<file path="src/design/clk_presc_defs.svh">
`ifndef CLK_PRESC_DEFS_SVH
`define CLK_PRESC_DEFS_SVH
// ----------------------------------------
// Register map and fields
// ----------------------------------------
`define PRESC_CTRL_OFFSET 12'h000
`define CFG_OFFSET 12'h004
`define STATUS_OFFSET 12'h008
`define PCE_BIT 7
`define PS_MSB 3
`define PS_RESET_DIV1 4'h0
`define PS_RESET_DIV8 4'h3
`define PS_MAX_CODE 4'h8
`define SRC_SEL_EXT_CLOCK 4'h0
// ----------------------------------------
// Timing
// ----------------------------------------
`define PCE_TIMEOUT_CYCLES 3'h4
`define CLK_PERIOD_NS 8
`define START_FAST_US 4100
`define START_SLOW_US 65000
`define START_FAST_CYCLES ((`START_FAST_US * 1000) / `CLK_PERIOD_NS)
`define START_SLOW_CYCLES ((`START_SLOW_US * 1000) / `CLK_PERIOD_NS)
`define RESET_BASE_CYCLES 14
`define WAKE_CYCLES 6
`endif

</file>
<file path="src/design/clk_presc_pkg.sv">
package clk_presc_pkg;
  typedef enum logic [1:0] {
    st_hold = 2'b00,
    st_delay = 2'b01,
    st_run = 2'b11
  } start_state_type;
endpackage : clk_presc_pkg

</file>
<file path="src/design/system_clock_prescaler_control.sv">
// Chosen here: the APB slave port and the address map.
`timescale 1ns/1ps
`include "clk_presc_defs.svh"
// Notes on behaviour
// - Fuse code 0000 selects the external clock pin as system clock.
// - External clock start delay: 6 or 14 clocks, plus 4.1ms/65ms; code 11 reserved.
// - Clock output fuse enables the clock pin driver, also in reset, where the pin is held low.
// - Clock output pin carries the divided clock at codes 2 to 8; low at code 1, toggling each cycle at code 0.
// - Timer oscillator allowed only while an internal RC clock is used.
// - Timer input takes external clock only when its select bit is one.
// - All synchronous peripheral clocks are divided by the same factor.
// - Division changes produce no period shorter than old or new.
// - New rate active within T1+T2 to T1+2*T2, two edges between; here the new rate starts at the next divided edge, at most T1 after the write.
// - Change enable updates only when other bits are written zero.
// - Enable clears four cycles after set or on select write; no extension.
// - Reset loads select 0000, or 0011 when divide-by-eight fuse set.
// - Any code 0 to 8 is accepted via the unlock sequence regardless of fuse.
// - Codes 0 to 8 divide by two to the power code; others reserved.
// - Divider counter runs on the undivided clock; its state is hidden.
module system_clock_prescaler_control #(
  parameter int unsigned START_FAST_CYCLES = `START_FAST_CYCLES,
  parameter int unsigned START_SLOW_CYCLES = `START_SLOW_CYCLES
) (
  // Clock and reset
  input wire logic core_clk,
  input wire logic rstn,
  // APB slave
  input wire logic psel,
  input wire logic penable,
  input wire logic pwrite,
  input wire logic [11:0] paddr,
  input wire logic [31:0] pwdata,
  output logic [31:0] prdata,
  output logic pready,
  output logic pslverr,
  // Fuses, static pins
  input wire logic [3:0] clock_source_select_fuses,
  input wire logic [1:0] startup_time_fuses,
  input wire logic initial_divide_by_eight_fuse,
  input wire logic clock_output_fuse,
  input wire logic wake_from_sleep,
  // Divided clock enables and pins
  output logic sys_clk_en,
  output logic system_clock_output_pin,
  output logic system_clock_output_oe_n,
  output logic ext_clock_select,
  output logic timer_osc_enable,
  output logic timer_ext_clock_accept,
  output logic startup_done
);
  // ----------------------------------------
  // Synchronisers for fuse and pin inputs
  // ----------------------------------------
  logic [7:0] fuse_meta_r, fuse_sync_r;
  logic [1:0] wake_meta_r;
  logic [1:0] sync_ok_r;
  // No reset: the clock output enable must follow its fuse during reset too
  always_ff @(posedge core_clk) begin
    fuse_meta_r <= {clock_output_fuse, initial_divide_by_eight_fuse,
                    startup_time_fuses, clock_source_select_fuses};
    fuse_sync_r <= fuse_meta_r;
  end
  // Marks the fuse pipeline as filled after release
  always_ff @(posedge core_clk or negedge rstn) begin
    if (!rstn) begin
      wake_meta_r <= 2'h0;
      sync_ok_r <= 2'h0;
    end else begin
      wake_meta_r <= {wake_meta_r[0], wake_from_sleep};
      sync_ok_r <= {sync_ok_r[0], 1'b1};
    end
  end
  wire logic [3:0] src_sel = fuse_sync_r[3:0];
  wire logic [1:0] start_sel = fuse_sync_r[5:4];
  wire logic div8_fuse = fuse_sync_r[6];
  wire logic clk_out_fuse = fuse_sync_r[7];
  wire logic wake_s = wake_meta_r[1];

  // ----------------------------------------
  // APB decode
  // ----------------------------------------
  wire logic acc = psel && penable;
  wire logic wr_ctrl = acc && pwrite && (paddr == `PRESC_CTRL_OFFSET);
  wire logic wr_cfg = acc && pwrite && (paddr == `CFG_OFFSET);
  wire logic known = (paddr == `PRESC_CTRL_OFFSET) || (paddr == `CFG_OFFSET) ||
                     (paddr == `STATUS_OFFSET);

  // ----------------------------------------
  // Change enable and select
  // ----------------------------------------
  logic pce_r;
  logic [2:0] pce_cnt_r;
  logic [3:0] ps_r;
  logic ps_loaded_r;
  logic tmr_ext_r;
  wire logic pce_write = wr_ctrl && pwdata[`PCE_BIT] && (pwdata[6:0] == 7'h00);
  wire logic ps_write = wr_ctrl && !pwdata[`PCE_BIT] && pce_r;

  always_ff @(posedge core_clk or negedge rstn) begin
    if (!rstn) begin
      pce_r <= 1'b0;
      pce_cnt_r <= 3'h0;
    end else if (ps_write) begin
      pce_r <= 1'b0;
      pce_cnt_r <= 3'h0;
    end else if (pce_write && !pce_r) begin
      pce_r <= 1'b1;
      pce_cnt_r <= `PCE_TIMEOUT_CYCLES;
    end else if (pce_r) begin
      // Rewrites while armed leave the countdown untouched
      pce_cnt_r <= pce_cnt_r - 3'h1;
      if (pce_cnt_r == 3'h1) begin
        pce_r <= 1'b0;
      end
    end
  end

  // Reset value of select taken after release, once fuses are synchronised
  always_ff @(posedge core_clk or negedge rstn) begin
    if (!rstn) begin
      ps_r <= `PS_RESET_DIV1;
      ps_loaded_r <= 1'b0;
    end else if (!ps_loaded_r && sync_ok_r[1]) begin
      ps_loaded_r <= 1'b1;
      ps_r <= div8_fuse ? `PS_RESET_DIV8 : `PS_RESET_DIV1;
    end else if (ps_write && pwdata[`PS_MSB:0] <= `PS_MAX_CODE) begin
      ps_r <= pwdata[`PS_MSB:0];
    end
  end

  always_ff @(posedge core_clk or negedge rstn) begin
    if (!rstn) begin
      tmr_ext_r <= 1'b0;
    end else if (wr_cfg) begin
      tmr_ext_r <= pwdata[0];
    end
  end

  // ----------------------------------------
  // Glitch-free divider
  // ----------------------------------------
  // The active code only changes at a divided edge, so the period in flight
  // finishes at the old rate and the next one runs fully at the new rate.
  logic [3:0] act_ps_r;
  logic [7:0] div_cnt_r;
  logic en_r;
  logic clk_out_r;

  function automatic logic [7:0] div_limit(input logic [3:0] code);
    div_limit = 8'((9'h001 << code) - 9'h001);
  endfunction : div_limit

  wire logic div_wrap = (div_cnt_r >= div_limit(act_ps_r));

  always_ff @(posedge core_clk or negedge rstn) begin
    if (!rstn) begin
      div_cnt_r <= 8'h00;
      act_ps_r <= `PS_RESET_DIV1;
      en_r <= 1'b0;
    end else if (div_wrap) begin
      div_cnt_r <= 8'h00;
      act_ps_r <= ps_r;
      en_r <= 1'b1;
    end else begin
      div_cnt_r <= div_cnt_r + 8'h01;
      en_r <= 1'b0;
    end
  end

  // Divided clock for the output pin, high one cycle less than half the period, so low at code 1; undivided code toggles raw
  always_ff @(posedge core_clk or negedge rstn) begin
    if (!rstn) begin
      clk_out_r <= 1'b0;
    end else if (act_ps_r == 4'h0) begin
      clk_out_r <= ~clk_out_r;
    end else begin
      clk_out_r <= (div_cnt_r < 8'(div_limit(act_ps_r) >> 1));
    end
  end

  // ----------------------------------------
  // Start-up delay
  // ----------------------------------------
  clk_presc_pkg::start_state_type st_r;
  logic [23:0] su_cnt_r;
  logic [23:0] su_target;
  always_comb begin
    su_target = 24'(`RESET_BASE_CYCLES);
    unique case (start_sel)
      2'b01: su_target = 24'(`RESET_BASE_CYCLES + START_FAST_CYCLES);
      2'b10: su_target = 24'(`RESET_BASE_CYCLES + START_SLOW_CYCLES);
      default: su_target = 24'(`RESET_BASE_CYCLES);
    endcase
  end

  always_ff @(posedge core_clk or negedge rstn) begin
    if (!rstn) begin
      st_r <= clk_presc_pkg::st_hold;
      su_cnt_r <= 24'h0;
    end else begin
      unique case (st_r)
        clk_presc_pkg::st_hold: begin
          if (ps_loaded_r) begin
            st_r <= clk_presc_pkg::st_delay;
            su_cnt_r <= 24'h0;
          end
        end
        clk_presc_pkg::st_delay: begin
          su_cnt_r <= su_cnt_r + 24'h1;
          if (su_cnt_r + 24'h1 >= su_target) begin
            st_r <= clk_presc_pkg::st_run;
          end
        end
        clk_presc_pkg::st_run: begin
          if (wake_s) begin
            st_r <= clk_presc_pkg::st_delay;
            su_cnt_r <= 24'(su_target - 24'(`WAKE_CYCLES));
          end
        end
        default: st_r <= clk_presc_pkg::st_hold;
      endcase
    end
  end

  // ----------------------------------------
  // Outputs
  // ----------------------------------------
  always_ff @(posedge core_clk or negedge rstn) begin
    if (!rstn) begin
      sys_clk_en <= 1'b0;
      system_clock_output_pin <= 1'b0;
      ext_clock_select <= 1'b0;
      timer_osc_enable <= 1'b0;
      timer_ext_clock_accept <= 1'b0;
      startup_done <= 1'b0;
    end else begin
      sys_clk_en <= div_wrap && (st_r == clk_presc_pkg::st_run);
      // Output runs regardless of start-up state
      system_clock_output_pin <= clk_out_r;
      ext_clock_select <= (src_sel == `SRC_SEL_EXT_CLOCK);
      timer_osc_enable <= (src_sel == 4'h2) || (src_sel == 4'h3);
      timer_ext_clock_accept <= tmr_ext_r && ((src_sel == 4'h2) || (src_sel == 4'h3));
      startup_done <= (st_r == clk_presc_pkg::st_run);
    end
  end

  // Pin enable ignores reset so the pin is claimed while reset is held
  always_ff @(posedge core_clk) begin
    system_clock_output_oe_n <= !clk_out_fuse;
  end

  always_ff @(posedge core_clk or negedge rstn) begin
    if (!rstn) begin
      prdata <= 32'h0;
      pready <= 1'b0;
      pslverr <= 1'b0;
    end else begin
      pready <= psel && !penable;
      pslverr <= psel && !penable && !known;
      if (psel && !penable && !pwrite) begin
        unique case (paddr)
          `PRESC_CTRL_OFFSET: prdata <= {24'h0, pce_r, 3'h0, ps_r};
          `CFG_OFFSET: prdata <= {31'h0, tmr_ext_r};
          `STATUS_OFFSET: prdata <= {27'h0, startup_done, act_ps_r};
          default: prdata <= 32'h0;
        endcase
      end
    end
  end

  // ----------------------------------------
  // Checks
  // ----------------------------------------
  property p_pce_timeout;
    @(posedge core_clk) disable iff (!rstn)
    $rose(pce_r) |-> ##4 !pce_r;
  endproperty
  a_pce_timeout: assert property (p_pce_timeout) else $error("enable not cleared");

  property p_pce_update;
    @(posedge core_clk) disable iff (!rstn)
    $rose(pce_r) |-> $past(pce_write);
  endproperty
  a_pce_update: assert property (p_pce_update) else $error("enable set badly");

  property p_ps_legal;
    @(posedge core_clk) disable iff (!rstn)
    ps_loaded_r |-> ps_r <= `PS_MAX_CODE;
  endproperty
  a_ps_legal: assert property (p_ps_legal) else $error("reserved code held");

  property p_ps_locked;
    @(posedge core_clk) disable iff (!rstn)
    ps_loaded_r && $past(ps_loaded_r) && $changed(ps_r) |-> $past(pce_r);
  endproperty
  a_ps_locked: assert property (p_ps_locked) else $error("select changed unlocked");

  property p_act_at_wrap;
    @(posedge core_clk) disable iff (!rstn)
    $changed(act_ps_r) |-> $past(div_wrap);
  endproperty
  a_act_at_wrap: assert property (p_act_at_wrap) else $error("mid-period switch");

  property p_div1;
    @(posedge core_clk) disable iff (!rstn)
    act_ps_r == 4'h0 |-> div_wrap;
  endproperty
  a_div1: assert property (p_div1) else $error("divide by one broken");

  property p_div2;
    @(posedge core_clk) disable iff (!rstn)
    act_ps_r == 4'h1 && div_wrap && ps_r == 4'h1 |-> ##1 !div_wrap ##1 div_wrap;
  endproperty
  a_div2: assert property (p_div2) else $error("divide by two broken");

  property p_oe;
    @(posedge core_clk) disable iff (!rstn)
    ##1 system_clock_output_oe_n == !$past(clk_out_fuse);
  endproperty
  a_oe: assert property (p_oe) else $error("clock output enable wrong");

  property p_ps_reset_load;
    @(posedge core_clk) disable iff (!rstn)
    $rose(ps_loaded_r) |-> ps_r == ($past(div8_fuse) ? `PS_RESET_DIV8 : `PS_RESET_DIV1);
  endproperty
  a_ps_reset_load: assert property (p_ps_reset_load) else $error("select reset wrong");

  property p_en_in_run;
    @(posedge core_clk) disable iff (!rstn)
    sys_clk_en |-> $past(st_r) == clk_presc_pkg::st_run;
  endproperty
  a_en_in_run: assert property (p_en_in_run) else $error("enable before startup");
endmodule : system_clock_prescaler_control

</file>
<file path="config.mk">
export PLATFORM = sky130hd
export DESIGN_NAME = system_clock_prescaler_control
export DESIGN_NICKNAME = d
export VERILOG_FILES = /design/src/design/clk_presc_pkg.sv /design/src/design/system_clock_prescaler_control.sv
export VERILOG_INCLUDE_DIRS = /design/src /design/src/design
export SDC_FILE = /design/constraint.sdc
export NUM_CORES = 1
export LEC_CHECK = 0
export BUFFER_PORTS_ARGS = -buffer_cell sky130_fd_sc_hd__buf_4
export CAP_MARGIN = 20
export CORE_ASPECT_RATIO = 1.2
export CORE_UTILIZATION = 50
export DETAILED_ROUTE_END_ITERATION = 8
export PLACE_DENSITY = 0.77
export SYNTH_ARGS = -nofsm -noshare
export SYNTH_HDL_FRONTEND = slang
export SYNTH_SLANG_ARGS = --single-unit
</file>
<file path="constraint.sdc">
create_clock -name core_clk -period 3.3 [get_ports core_clk]
set_input_delay 0.33 -clock core_clk [delete_from_list [all_inputs] [get_ports core_clk]]
set_output_delay 0.33 -clock core_clk [all_outputs]
set_load 0.03 [all_outputs]
</file>
==> impl_metrics.env, run 1 <==
export IMPL_max_cap_viol_count=0
export IMPL_stdcell_count=664
export IMPL_clk_latency_ns=0.36
export IMPL_crit_chain="nor2_1 > nand3_1 > ha_1 > nor4_1 > a21o_1 > a21oi_1 > ha_1 > a21oi_1 > nor2_1 > a211oi_1 > o21ai_0 > a21o_2 > mux2_2"
export IMPL_via_per_inst=5.56
export IMPL_synth_async_reset_ratio_pct=79.8
export IMPL_die_area_sq_um=9900
export IMPL_io_pins=99
export IMPL_required_ns=3.55
export IMPL_wl_um=9600
export IMPL_synth_cell_types=64
export IMPL_crit_type="flip-flop to flip-flop"
export IMPL_numPlacedInstances=648
export IMPL_postSynthCellCount=491
export IMPL_final_nets=637
export IMPL_h_tree_depth=3
export IMPL_reg2reg_slack_ns=0.16
export IMPL_routabilityCongestion=0.922
export IMPL_vdd_ir_drop_max_uv=349
export IMPL_slew_viol_final=0
export IMPL_vias=3691
export IMPL_cts_tree="built"
export IMPL_synth_warnings=0
export IMPL_drc_errors=0
export IMPL_cpPeakStageDelay_ns=0.39
export IMPL_n_antenna_cell=0
export IMPL_synth_xor_area_share_pct=5.32
export IMPL_port_buffers=48
export IMPL_cp_slowest_cell="dfrtp_1"
export IMPL_worstHoldPathType="input pin to async pin"
export IMPL_finish_utilization_pct=59.0
export IMPL_synth_adder_area_share_pct=10.7
export IMPL_start_util_pct=52.1
export IMPL_synth_edff_count=0
export IMPL_grt_pass1_vias=3612
export IMPL_grt_usage_pct=20.7
export IMPL_tightestPinTransition_ns=0.885
export IMPL_synth_top_area_share_pct=35.3
export IMPL_setup_worst_path_start="act_ps_r[1]"
export IMPL_cts_clk_slew_worst_paths_ns=0.10
export IMPL_r2r_start="act_ps_r[1]"
export IMPL_chipWidth_um=91.0
export IMPL_ant_nets=0
export IMPL_path_max_fanout=11
export IMPL_cts_sinks=84
export IMPL_cts_root_buffer="clkbuf_8"
export IMPL_synth_common_cells="67 x dfrtp_1, 40 x ha_1, 33 x o21ai_0"
export IMPL_synth_compound_area_share_pct=15.6
export IMPL_finalCritPeriodShare_pct=95.0
export IMPL_avgRoutedWirePerCell_um=14.5
export IMPL_setup_viol=0
export IMPL_cellPowerDensity_nw_per_um2=698
export IMPL_reg2reg_depth=13
export IMPL_synth_top_family_by_area="simple AND/OR/NAND/NOR gates"
export IMPL_avgSynthCellArea_sq_um=9.68
export IMPL_ys_ff_latch=84
export IMPL_antenna_found_initial=0
export IMPL_startpoint_type="flip-flop"
export IMPL_yosys_area_top_type="dfrtp_1"
export IMPL_rows=38
export IMPL_critPathCaptureType="flip-flop"
export IMPL_synth_simple_gate_area_share_pct=16.4
export IMPL_maxSlewHeadroom_pct=40.8
export IMPL_final_layout_size_suffix_gt1_share_pct=18.0
export IMPL_crit_buf_inv=0
export IMPL_fin_crit_ns=3.14
export IMPL_grt_ovfl_total=0
export IMPL_grt_start_max_net_pins=68
export IMPL_finalClockSkew_ns=0.00778
export IMPL_max_freq_ghz=0.319
export IMPL_synth_main_ff_cell="dfrtp_1"
export IMPL_drtIter0Drc=133
export IMPL_areaGrowthSynthToFinish_pct=13.2
export IMPL_firstDrtPassIters=4
export IMPL_ys_top_cells_by_area="dfrtp_1 35%, ha_1 11%, dfxtp_1 7.2%"
export IMPL_grt_pass1_wl_um=16200
export IMPL_cts_setup_buffers=0
export IMPL_hold_viol=0
export IMPL_status="completed"
export IMPL_ys_seq_area_share_pct=42.4
export IMPL_design_core_area_sq_um=9130
export IMPL_leakagePower_nw=2.56
export IMPL_cpLargestDelayFamily="compound AO/OA/AOI/OAI gates"
export IMPL_cts_made_buffers=9
export IMPL_yosysMostFrequentCell="dfrtp_1"
export IMPL_cp_data_arrival_time_ns=3.39
export IMPL_timing_rr_end="act_ps_r[0]"
export IMPL_cts_max_path_buffers=2
export IMPL_synth_cell_area_sq_um=4750
export IMPL_hpwl_um=7010
export IMPL_synthMuxAreaShare_pct=1.84
export IMPL_die_h_um=109
export IMPL_rsz0062_at_grt="true"
cell type report:
cell class / instances / area, sq um
Clock buffer: 9 / 124
Timing Repair Buffer: 61 / 458
Sequential cell: 84 / 2020
Multi-Input combinational cell: 365 / 2490
Tap cell: 120 / 150
Fill cell: 784 / 3750
Inverter: 18 / 67.6
Clock inverter: 7 / 78.8
kinds of logic after synthesis:
family                     Yosys count
muxes                                8
AOI/OAI and AO/OA                  112
DFF                                 84
xor gates and xnor gates            28
and+or+nand+nor                    149
buffers and inverters               67
other                                2
adders and majority gates           41
cell usage in the layout (no fill, tap or decap), types with 9 or more instances in the layout:
cell      synthesis  layout
xor2_1           14      14
inv_1            18      18
dfrtp_1          67      66
conb_1            2      27
a21oi_1          24      24
nand3_1          28      28
ha_1             40      40
nor3_1            9       9
o21ai_0          33      33
clkbuf_8          0       9
xnor2_1          13      13
buf_4            26      61
nor2_1           31      31
nand2_1          30      30
dfxtp_1          17      17
metrics by stage:
stage | setup slack, ns | power (mW) | setup TNS, ns | hold slack [ns] | area (sq um)
3_5_place_dp | 0.162 | 3.01 | 0 | 0.315 | 5170
6_report | 0.164 | 3.76 | 0 | 0.0512 | 5380
4_1_cts | 0.136 | 3.76 | 0 | 0.0434 | 5370
5_1_grt | -0.0106 | 4.02 | -0.0106 | 0.0402 | 5380
2_1_floorplan | 0.213 | 2.62 | 0 | 0.0344 | 4850
3_3_place_gp | 0.230 | 2.93 | 0 | 0.310 | 5170
sequential cells by signal, summed over array words and instances, names as in the netlist, 2 cells and up:
register and flops:
sync_ok_r 2, prdata 6, fuse_sync_r 8, su_cnt_r 24
fuse_meta_r 8, ps_r 4, wake_meta_r 2, div_cnt_r 8
act_ps_r 4, pce_cnt_r 3, st_r 2
per-layer routing:
metal  vias to the layer above  track usage (%)  part of all wire (%)  routed length [um]
met2                        91             37.4                    50                4830
li1                       1802                -                     -                   -
met1                      1775             24.0                    43                4140
met4                         0             8.62                   2.4                 235
met5                         -                0                     0                   0
met3                        23             4.18                   4.2                 399
worst reg2reg max path, stage by stage (launching register included):
cell,delay (ns)
dfrtp_1,0.39
nor2_1,0.19
nand3_1,0.18
ha_1,0.32
nor4_1,0.23
a21o_1,0.13
a21oi_1,0.10
ha_1,0.31
a21oi_1,0.13
nor2_1,0.06
a211oi_1,0.19
o21ai_0,0.16
a21o_2,0.33
mux2_2,0.30
report_power, final:
group          internal (mW)  total, mW  leakage, nW  switching [mW]
Sequential              1.23       1.47        0.996           0.244
Combinational          0.693       1.55         1.46           0.853
Clock                  0.303      0.741        0.104           0.438
Total                   2.22       3.76         2.56            1.54
worst max path at each step:
stage | end | slack [ns] | cells after the start
floorplan | act_ps_r[1] | 0.21 | 16
global placement | st_r[1] | 0.23 | 11
detailed placement | st_r[1] | 0.16 | 11
CTS | st_r[1] | 0.14 | 11
global route | act_ps_r[2] | -0.01 | 13
finish | act_ps_r[0] | 0.16 | 13
timing repair:
item / 4_1_cts / 5_1_grt
endpoints found under the setup margin: 0 / 5
hold buffers: 0 / 0
gates resized for setup: 0 / 3
Note: power is estimated with default switching activity, not from simulation.
==> run 2: changes to the inputs <==
--- a/config.mk
+++ b/config.mk
@@ -8,10 +8,13 @@
 export LEC_CHECK = 0
 export BUFFER_PORTS_ARGS = -buffer_cell sky130_fd_sc_hd__buf_4
 export CAP_MARGIN = 20
+export CELL_PAD_IN_SITES_DETAIL_PLACEMENT = 1
+export CELL_PAD_IN_SITES_GLOBAL_PLACEMENT = 2
 export CORE_ASPECT_RATIO = 1.2
-export CORE_UTILIZATION = 50
+export CORE_UTILIZATION = 31
 export DETAILED_ROUTE_END_ITERATION = 8
-export PLACE_DENSITY = 0.77
+export PLACE_DENSITY_LB_ADDON = 0.1
+export SLEW_MARGIN = 20
 export SYNTH_ARGS = -nofsm -noshare
 export SYNTH_HDL_FRONTEND = slang
 export SYNTH_SLANG_ARGS = --single-unit
==> impl_metrics.env, run 2 (synthesis gave the netlist of run 1 again) <==
export IMPL_cts_tree="built"
export IMPL_firstDrtPassIters=4
export IMPL_critPathCaptureType="flip-flop"
export IMPL_top_register="su_cnt_r"
export IMPL_cts_sinks=84
export IMPL_start_util_pct=31.8
export IMPL_avgRoutedWirePerCell_um=16.0
export IMPL_finalCritPeriodShare_pct=90.4
export IMPL_cts_root_buffer="clkbuf_16"
export IMPL_reg2reg_depth=12
export IMPL_finalClockSkew_ns=0.0103
export IMPL_post_place_ws_ns=0.109
export IMPL_fin_crit_ns=2.98
export IMPL_vias=3702
export IMPL_cp_slowest_cell="dfrtp_1"
export IMPL_max_freq_ghz=0.335
export IMPL_crit_type="flip-flop to flip-flop"
export IMPL_h_tree_depth=3
export IMPL_design_core_area_sq_um=15000
export IMPL_cellPowerDensity_nw_per_um2=728
export IMPL_chipWidth_um=115
export IMPL_largest_register_ff_count=24
export IMPL_rsz0062_at_grt="false"
export IMPL_required_ns=3.53
export IMPL_hp_start="initial_divide_by_eight_fuse"
export IMPL_setup_tns_ns=0
export IMPL_clk_latency_ns=0.35
export IMPL_path_max_fanout=7
export IMPL_worst_slack_ns=0.317
export IMPL_drc_errors=0
export IMPL_tightestPinTransition_ns=0.980
export IMPL_drtIter0Drc=82
export IMPL_wl_um=12100
export IMPL_rows=49
export IMPL_hold_viol=0
export IMPL_min_delay_path_depth=1
export IMPL_grt_pass1_vias=3954
export IMPL_routabilityCongestion=0.789
export IMPL_min_to="fuse_meta_r[6]"
export IMPL_port_buffers=48
export IMPL_final_nets=643
export IMPL_timing_rr_end="act_ps_r[3]"
export IMPL_cts_clk_slew_worst_paths_ns=0.06
export IMPL_grt_ovfl_total=0
export IMPL_n_fill_cell=1752
export IMPL_leakagePower_nw=2.63
export IMPL_final_layout_size_suffix_gt1_share_pct=18.5
export IMPL_maxSlewHeadroom_pct=34.5
export IMPL_via_per_inst=4.91
export IMPL_cts_made_buffers=9
export IMPL_ant_nets=0
export IMPL_cpPeakStageDelay_ns=0.38
export IMPL_vdd_ir_drop_max_uv=244
export IMPL_status="completed"
export IMPL_hpwl_um=9070
export IMPL_antenna_found_initial=0
export IMPL_areaGrowthSynthToFinish_pct=17.9
export IMPL_cts_max_path_buffers=2
export IMPL_grt_start_max_net_pins=68
export IMPL_crit_chain="nor2_1 > nand3_1 > ha_2 > a21o_1 > a21oi_1 > ha_1 > a21oi_1 > nor2_1 > a211oi_1 > o21ai_1 > a21o_1 > mux2_2"
export IMPL_max_cap_viol_count=0
export IMPL_die_area_sq_um=15800
export IMPL_cp_data_arrival_time_ns=3.22
export IMPL_worstHoldPathType="input pin to flip-flop"
export IMPL_reg2reg_slack_ns=0.32
export IMPL_setup_viol=0
export IMPL_grt_pass1_wl_um=20100
export IMPL_mostFrequentLayoutCells="67 x dfrtp_1, 67 x buf_4, 39 x ha_1, 32 x o21ai_0, 31 x nor2_1"
export IMPL_n_antenna_cell=0
export IMPL_die_h_um=138
export IMPL_startpoint_type="flip-flop"
export IMPL_grt_usage_pct=16.8
export IMPL_r2r_start="act_ps_r[1]"
export IMPL_io_pins=99
export IMPL_cts_setup_buffers=0
export IMPL_slew_viol_final=0
==> run 2: cell count changes in the layout (fill, tap and decap cells not counted), sizes merged <==
cell	previous run	this run
buf	61	67
clkbuf	9	12
inv	22	19
==> run 2: area by class of cell <==
class | instances | area, sq um | area share [%]
well taps | 204 | 255 | 4.55
repair buffers | 67 | 503 | 8.97
multi-input cells | 365 | 2480 | 44.3
inverters | 18 | 67.6 | 1.21
clock buffers | 12 | 246 | 4.40
flip-flops and latches | 84 | 2020 | 36.0
clock inverters | 4 | 35.0 | 0.625
==> run 2: worst max-delay path by stage <==
| stage | start | to | slack (ns) | cells after the start |
|---|---|---|---|---|
| 2_1_floorplan | act_ps_r[3] | act_ps_r[1] | 0.21 | 16 |
| 3_3_place_gp | act_ps_r[1] | act_ps_r[2] | 0.24 | 12 |
| 3_5_place_dp | act_ps_r[1] | act_ps_r[2] | 0.11 | 12 |
| 4_1_cts | act_ps_r[1] | act_ps_r[2] | 0.1 | 12 |
| 5_1_grt | act_ps_r[1] | act_ps_r[3] | 0.03 | 13 |
| 6_report | act_ps_r[1] | act_ps_r[3] | 0.32 | 12 |
==> run 2: what timing repair did <==
action | CTS | global route
resized for setup | 0 | 3
setup endpoints to repair | 0 | 11
hold buffers | 0 | 0
==> run 2: through the flow <==
stage | power (mW) | std cells | hold slack [ns] | instance area (sq um) | util, %
final | 4.08 | 754 | 0.0778 | 5610 | 37.5
after global routing | 4.41 | 754 | 0.0614 | 5610 | 37.5
after CTS | 4.15 | 754 | 0.0655 | 5600 | 37.4
after detailed placement | 3.14 | 738 | 0.313 | 5320 | 35.6
after global placement | 3.08 | 738 | 0.311 | 5320 | 35.6
after floorplan | 2.62 | 516 | 0.0344 | 4850 | -
==> run 2: critical path: cells and delay by family (launching register included) <==
family                   cells  cell delay [ns]
adder cells (fa/ha/maj)      2             0.55
AND/OR/NAND/NOR              3             0.40
flip-flops                   1             0.38
multiplexers                 1             0.29
AO/OA/AOI/OAI                6             1.24
==> run 2: per-layer routing <==
| layer | routed length [um] | vias to the layer above | track usage (%) |
|---|---|---|---|
| li1 | - | 1802 | - |
| met1 | 4970 | 1834 | 18.2 |
| met2 | 6580 | 56 | 32.0 |
| met3 | 411 | 10 | 4.27 |
| met4 | 127 | 0 | 4.76 |
| met5 | 0 | - | 0 |
==> run 2: report_power, final <==
group          switching, mW  internal (mW)  leakage, nW
logic                  0.912          0.735         1.50
clock network          0.431          0.538        0.137
registers              0.236           1.23        0.997
total                   1.58           2.50         2.63
==> run 3: changes to the inputs <==
--- a/config.mk
+++ b/config.mk
@@ -6,12 +6,13 @@
 export SDC_FILE = /design/constraint.sdc
 export NUM_CORES = 1
 export LEC_CHECK = 0
+export ABC_AREA = 1
 export BUFFER_PORTS_ARGS = -buffer_cell sky130_fd_sc_hd__buf_4
 export CAP_MARGIN = 20
 export CELL_PAD_IN_SITES_DETAIL_PLACEMENT = 1
 export CELL_PAD_IN_SITES_GLOBAL_PLACEMENT = 2
 export CORE_ASPECT_RATIO = 1.2
-export CORE_UTILIZATION = 31
+export CORE_UTILIZATION = 29
 export DETAILED_ROUTE_END_ITERATION = 8
 export PLACE_DENSITY_LB_ADDON = 0.1
 export SLEW_MARGIN = 20
==> impl_metrics.env, run 3 <==
export IMPL_synth_common_cells="111 x nand2_1, 68 x inv_1, 67 x dfrtp_1"
export IMPL_grt_pass1_wl_um=20200
export IMPL_synth_cell_area_sq_um=4820
export IMPL_crit_buf_inv=1
export IMPL_avgSynthCellArea_sq_um=8.58
export IMPL_wl_um=12000
export IMPL_cts_resized=0
export IMPL_reg2reg_slack_ns=0.56
export IMPL_clk_latency_ns=0.36
export IMPL_max_freq_ghz=0.365
export IMPL_worstHoldPathType="input pin to flip-flop"
export IMPL_post_place_ws_ns=0.558
export IMPL_setup_tns_ns=0
export IMPL_cts_clk_slew_worst_paths_ns=0.07
export IMPL_cp_common_cell="nand2_1"
export IMPL_cpLargestDelayFamily="simple AND/OR/NAND/NOR gates"
export IMPL_worst_slack_ns=0.562
export IMPL_cts_made_buffers=9
export IMPL_finalCritPeriodShare_pct=83.0
export IMPL_cpPeakStageDelay_ns=0.44
export IMPL_drc_errors=0
export IMPL_startpoint_type="flip-flop"
export IMPL_cts_max_path_buffers=2
export IMPL_n_antenna_cell=0
export IMPL_power_total_mw=3.46
export IMPL_rsz0062_at_grt="false"
export IMPL_h_tree_depth=3
export IMPL_antenna_found_initial=0
export IMPL_synth_main_ff_cell="dfrtp_1"
export IMPL_synth_async_reset_ratio_pct=79.8
export IMPL_grt_pass1_vias=4006
export IMPL_finalClockSkew_ns=0.00980
export IMPL_io_pins=99
export IMPL_design_core_area_sq_um=16200
export IMPL_vias=3786
export IMPL_ant_nets=0
export IMPL_cellPowerDensity_nw_per_um2=612
export IMPL_cp_data_arrival_time_ns=2.97
export IMPL_grt_usage_pct=15.5
export IMPL_crit_type="flip-flop to flip-flop"
export IMPL_avgRoutedWirePerCell_um=14.4
export IMPL_cts_sinks=84
export IMPL_ctsHoldBuffers=0
export IMPL_finish_utilization_pct=34.8
export IMPL_critPathCaptureType="flip-flop"
export IMPL_largest_register_ff_count=24
export IMPL_cp_slowest_cell="dfrtp_1"
export IMPL_synth_top_area_share_pct=34.8
export IMPL_chipWidth_um=120
export IMPL_ys_seq_area_share_pct=41.9
export IMPL_hpwl_um=9170
export IMPL_max_cap_viol_count=0
export IMPL_port_buffers=48
export IMPL_start_util_pct=29.7
export IMPL_drtIter0Drc=110
export IMPL_via_per_inst=4.53
export IMPL_mostFrequentLayoutCells="111 x nand2_1, 68 x inv_1, 67 x dfrtp_1, 53 x buf_4, 44 x nor2_1"
export IMPL_yosysMostFrequentCell="nand2_1"
export IMPL_final_nets=716
export IMPL_vdd_ir_drop_max_uv=232
export IMPL_firstDrtPassIters=4
export IMPL_path_max_fanout=13
export IMPL_postSynthCellCount=561
export IMPL_status="completed"
export IMPL_areaGrowthSynthToFinish_pct=17.3
export IMPL_ys_top_cells_by_area="dfrtp_1 35%, ha_1 10%, nand2_1 8.7%"
export IMPL_layout_cells_most_common="nand2_1"
export IMPL_top_register="su_cnt_r"
export IMPL_grt_ovfl_total=0
export IMPL_rows=51
export IMPL_hold_ws_ns=0.0670
export IMPL_crit_chain="nor2_1 > nand3_1 > ha_1 > nand2_1 > xor2_1 > nand2_1 > ha_1 > nand2_1 > nor2_1 > nand4_1 > o2111ai_1 > buf_4 > o21ai_0"
export IMPL_die_h_um=143
export IMPL_hold_viol=0
export IMPL_cts_tree="built"
export IMPL_ys_ff_latch=84
export IMPL_routabilityCongestion=0.761
export IMPL_synth_cell_types=50
export IMPL_synth_edff_count=0
export IMPL_leakagePower_nw=2.85
export IMPL_setup_viol=0
export IMPL_die_area_sq_um=17100
export IMPL_cts_setup_buffers=0
export IMPL_slew_viol_final=0
export IMPL_fin_crit_ns=2.74
export IMPL_cts_root_buffer="clkbuf_16"
export IMPL_maxSlewHeadroom_pct=38.4
export IMPL_grt_start_max_net_pins=68
export IMPL_final_layout_size_suffix_gt1_share_pct=16.9
export IMPL_required_ns=3.54
export IMPL_yosys_area_top_type="dfrtp_1"
export IMPL_synth_warnings=0
export IMPL_tightestPinTransition_ns=0.924
## run 3: cell count changes after synthesis, sizes merged, moves of 7 or more
cell    delta
nor2      +18
xnor2      -9
nand2     +88
clkbuf    -17
o21ai     -12
inv       +55
a21o       -7
nand2b     -7
## run 3: area by class of cell
type                    count  area (sq um)
clock buffers               9           225
clock inverters             7          76.3
fillers                  1956         10600
inverters                  74           279
multi-input cells         396          2390
flip-flops and latches     84          2020
well taps                 212           265
repair buffers             53           398
## run 3: cell families (layout without fill, tap and decap cells)
kind of cell    after synthesis  in the layout  share of synthesized area [%]
other cells                   2             27                          0.156
fa+ha+maj                    40             40                           10.4
compound gates               73             73                           9.38
xor+xnor                     21             21                           4.13
mux                           1              1                          0.208
buf+inv                     106            143                           10.5
flops                        84             84                           41.9
simple gates                234            234                           23.4
## run 3: final timing paths
check	startpoint	endpoint	cells past startpoint
max in group asynchronous	rstn	su_cnt_r[15]	1
worst max register to register	act_ps_r[1]	act_ps_r[0]	13
worst min register to register	fuse_meta_r[4]	fuse_sync_r[4]	0
min in group asynchronous	rstn	pready	1
worst min-delay path	clock_output_fuse	fuse_meta_r[7]	1
worst max-delay path	act_ps_r[1]	act_ps_r[0]	13
## run 3: through the flow
stage / instance area [sq um] / std cells
finish: 5650 / 835
global route: 5650 / 835
CTS: 5650 / 835
detailed placement: 5350 / 819
global placement: 5350 / 819
floorplan: 4910 / 586
## run 3: where the power goes
part           leakage, nW  switching [mW]  total, mW  internal, mW
clock network        0.149           0.493       1.03         0.539
logic                 1.73           0.688       1.08         0.394
registers            0.973           0.157       1.34          1.18
## run 3: metal layers
metal  vias to the layer above  global-route usage (%)  part of all wire (%)
met1                      1818                    17.2                    43
met5                         -                       0                     0
met3                        16                    2.52                   2.2
met2                        47                    28.6                    53
li1                       1905                       -                     -
met4                         0                    7.24                   2.1
## run 3: worst register-to-register path, stage by stage, from the launching register on
cell	delay (ns)
dfrtp_1	0.44
nor2_1	0.18
nand3_1	0.18
ha_1	0.25
nand2_1	0.11
xor2_1	0.16
nand2_1	0.11
ha_1	0.29
nand2_1	0.07
nor2_1	0.14
nand4_1	0.09
o2111ai_1	0.23
buf_4	0.28
o21ai_0	0.09
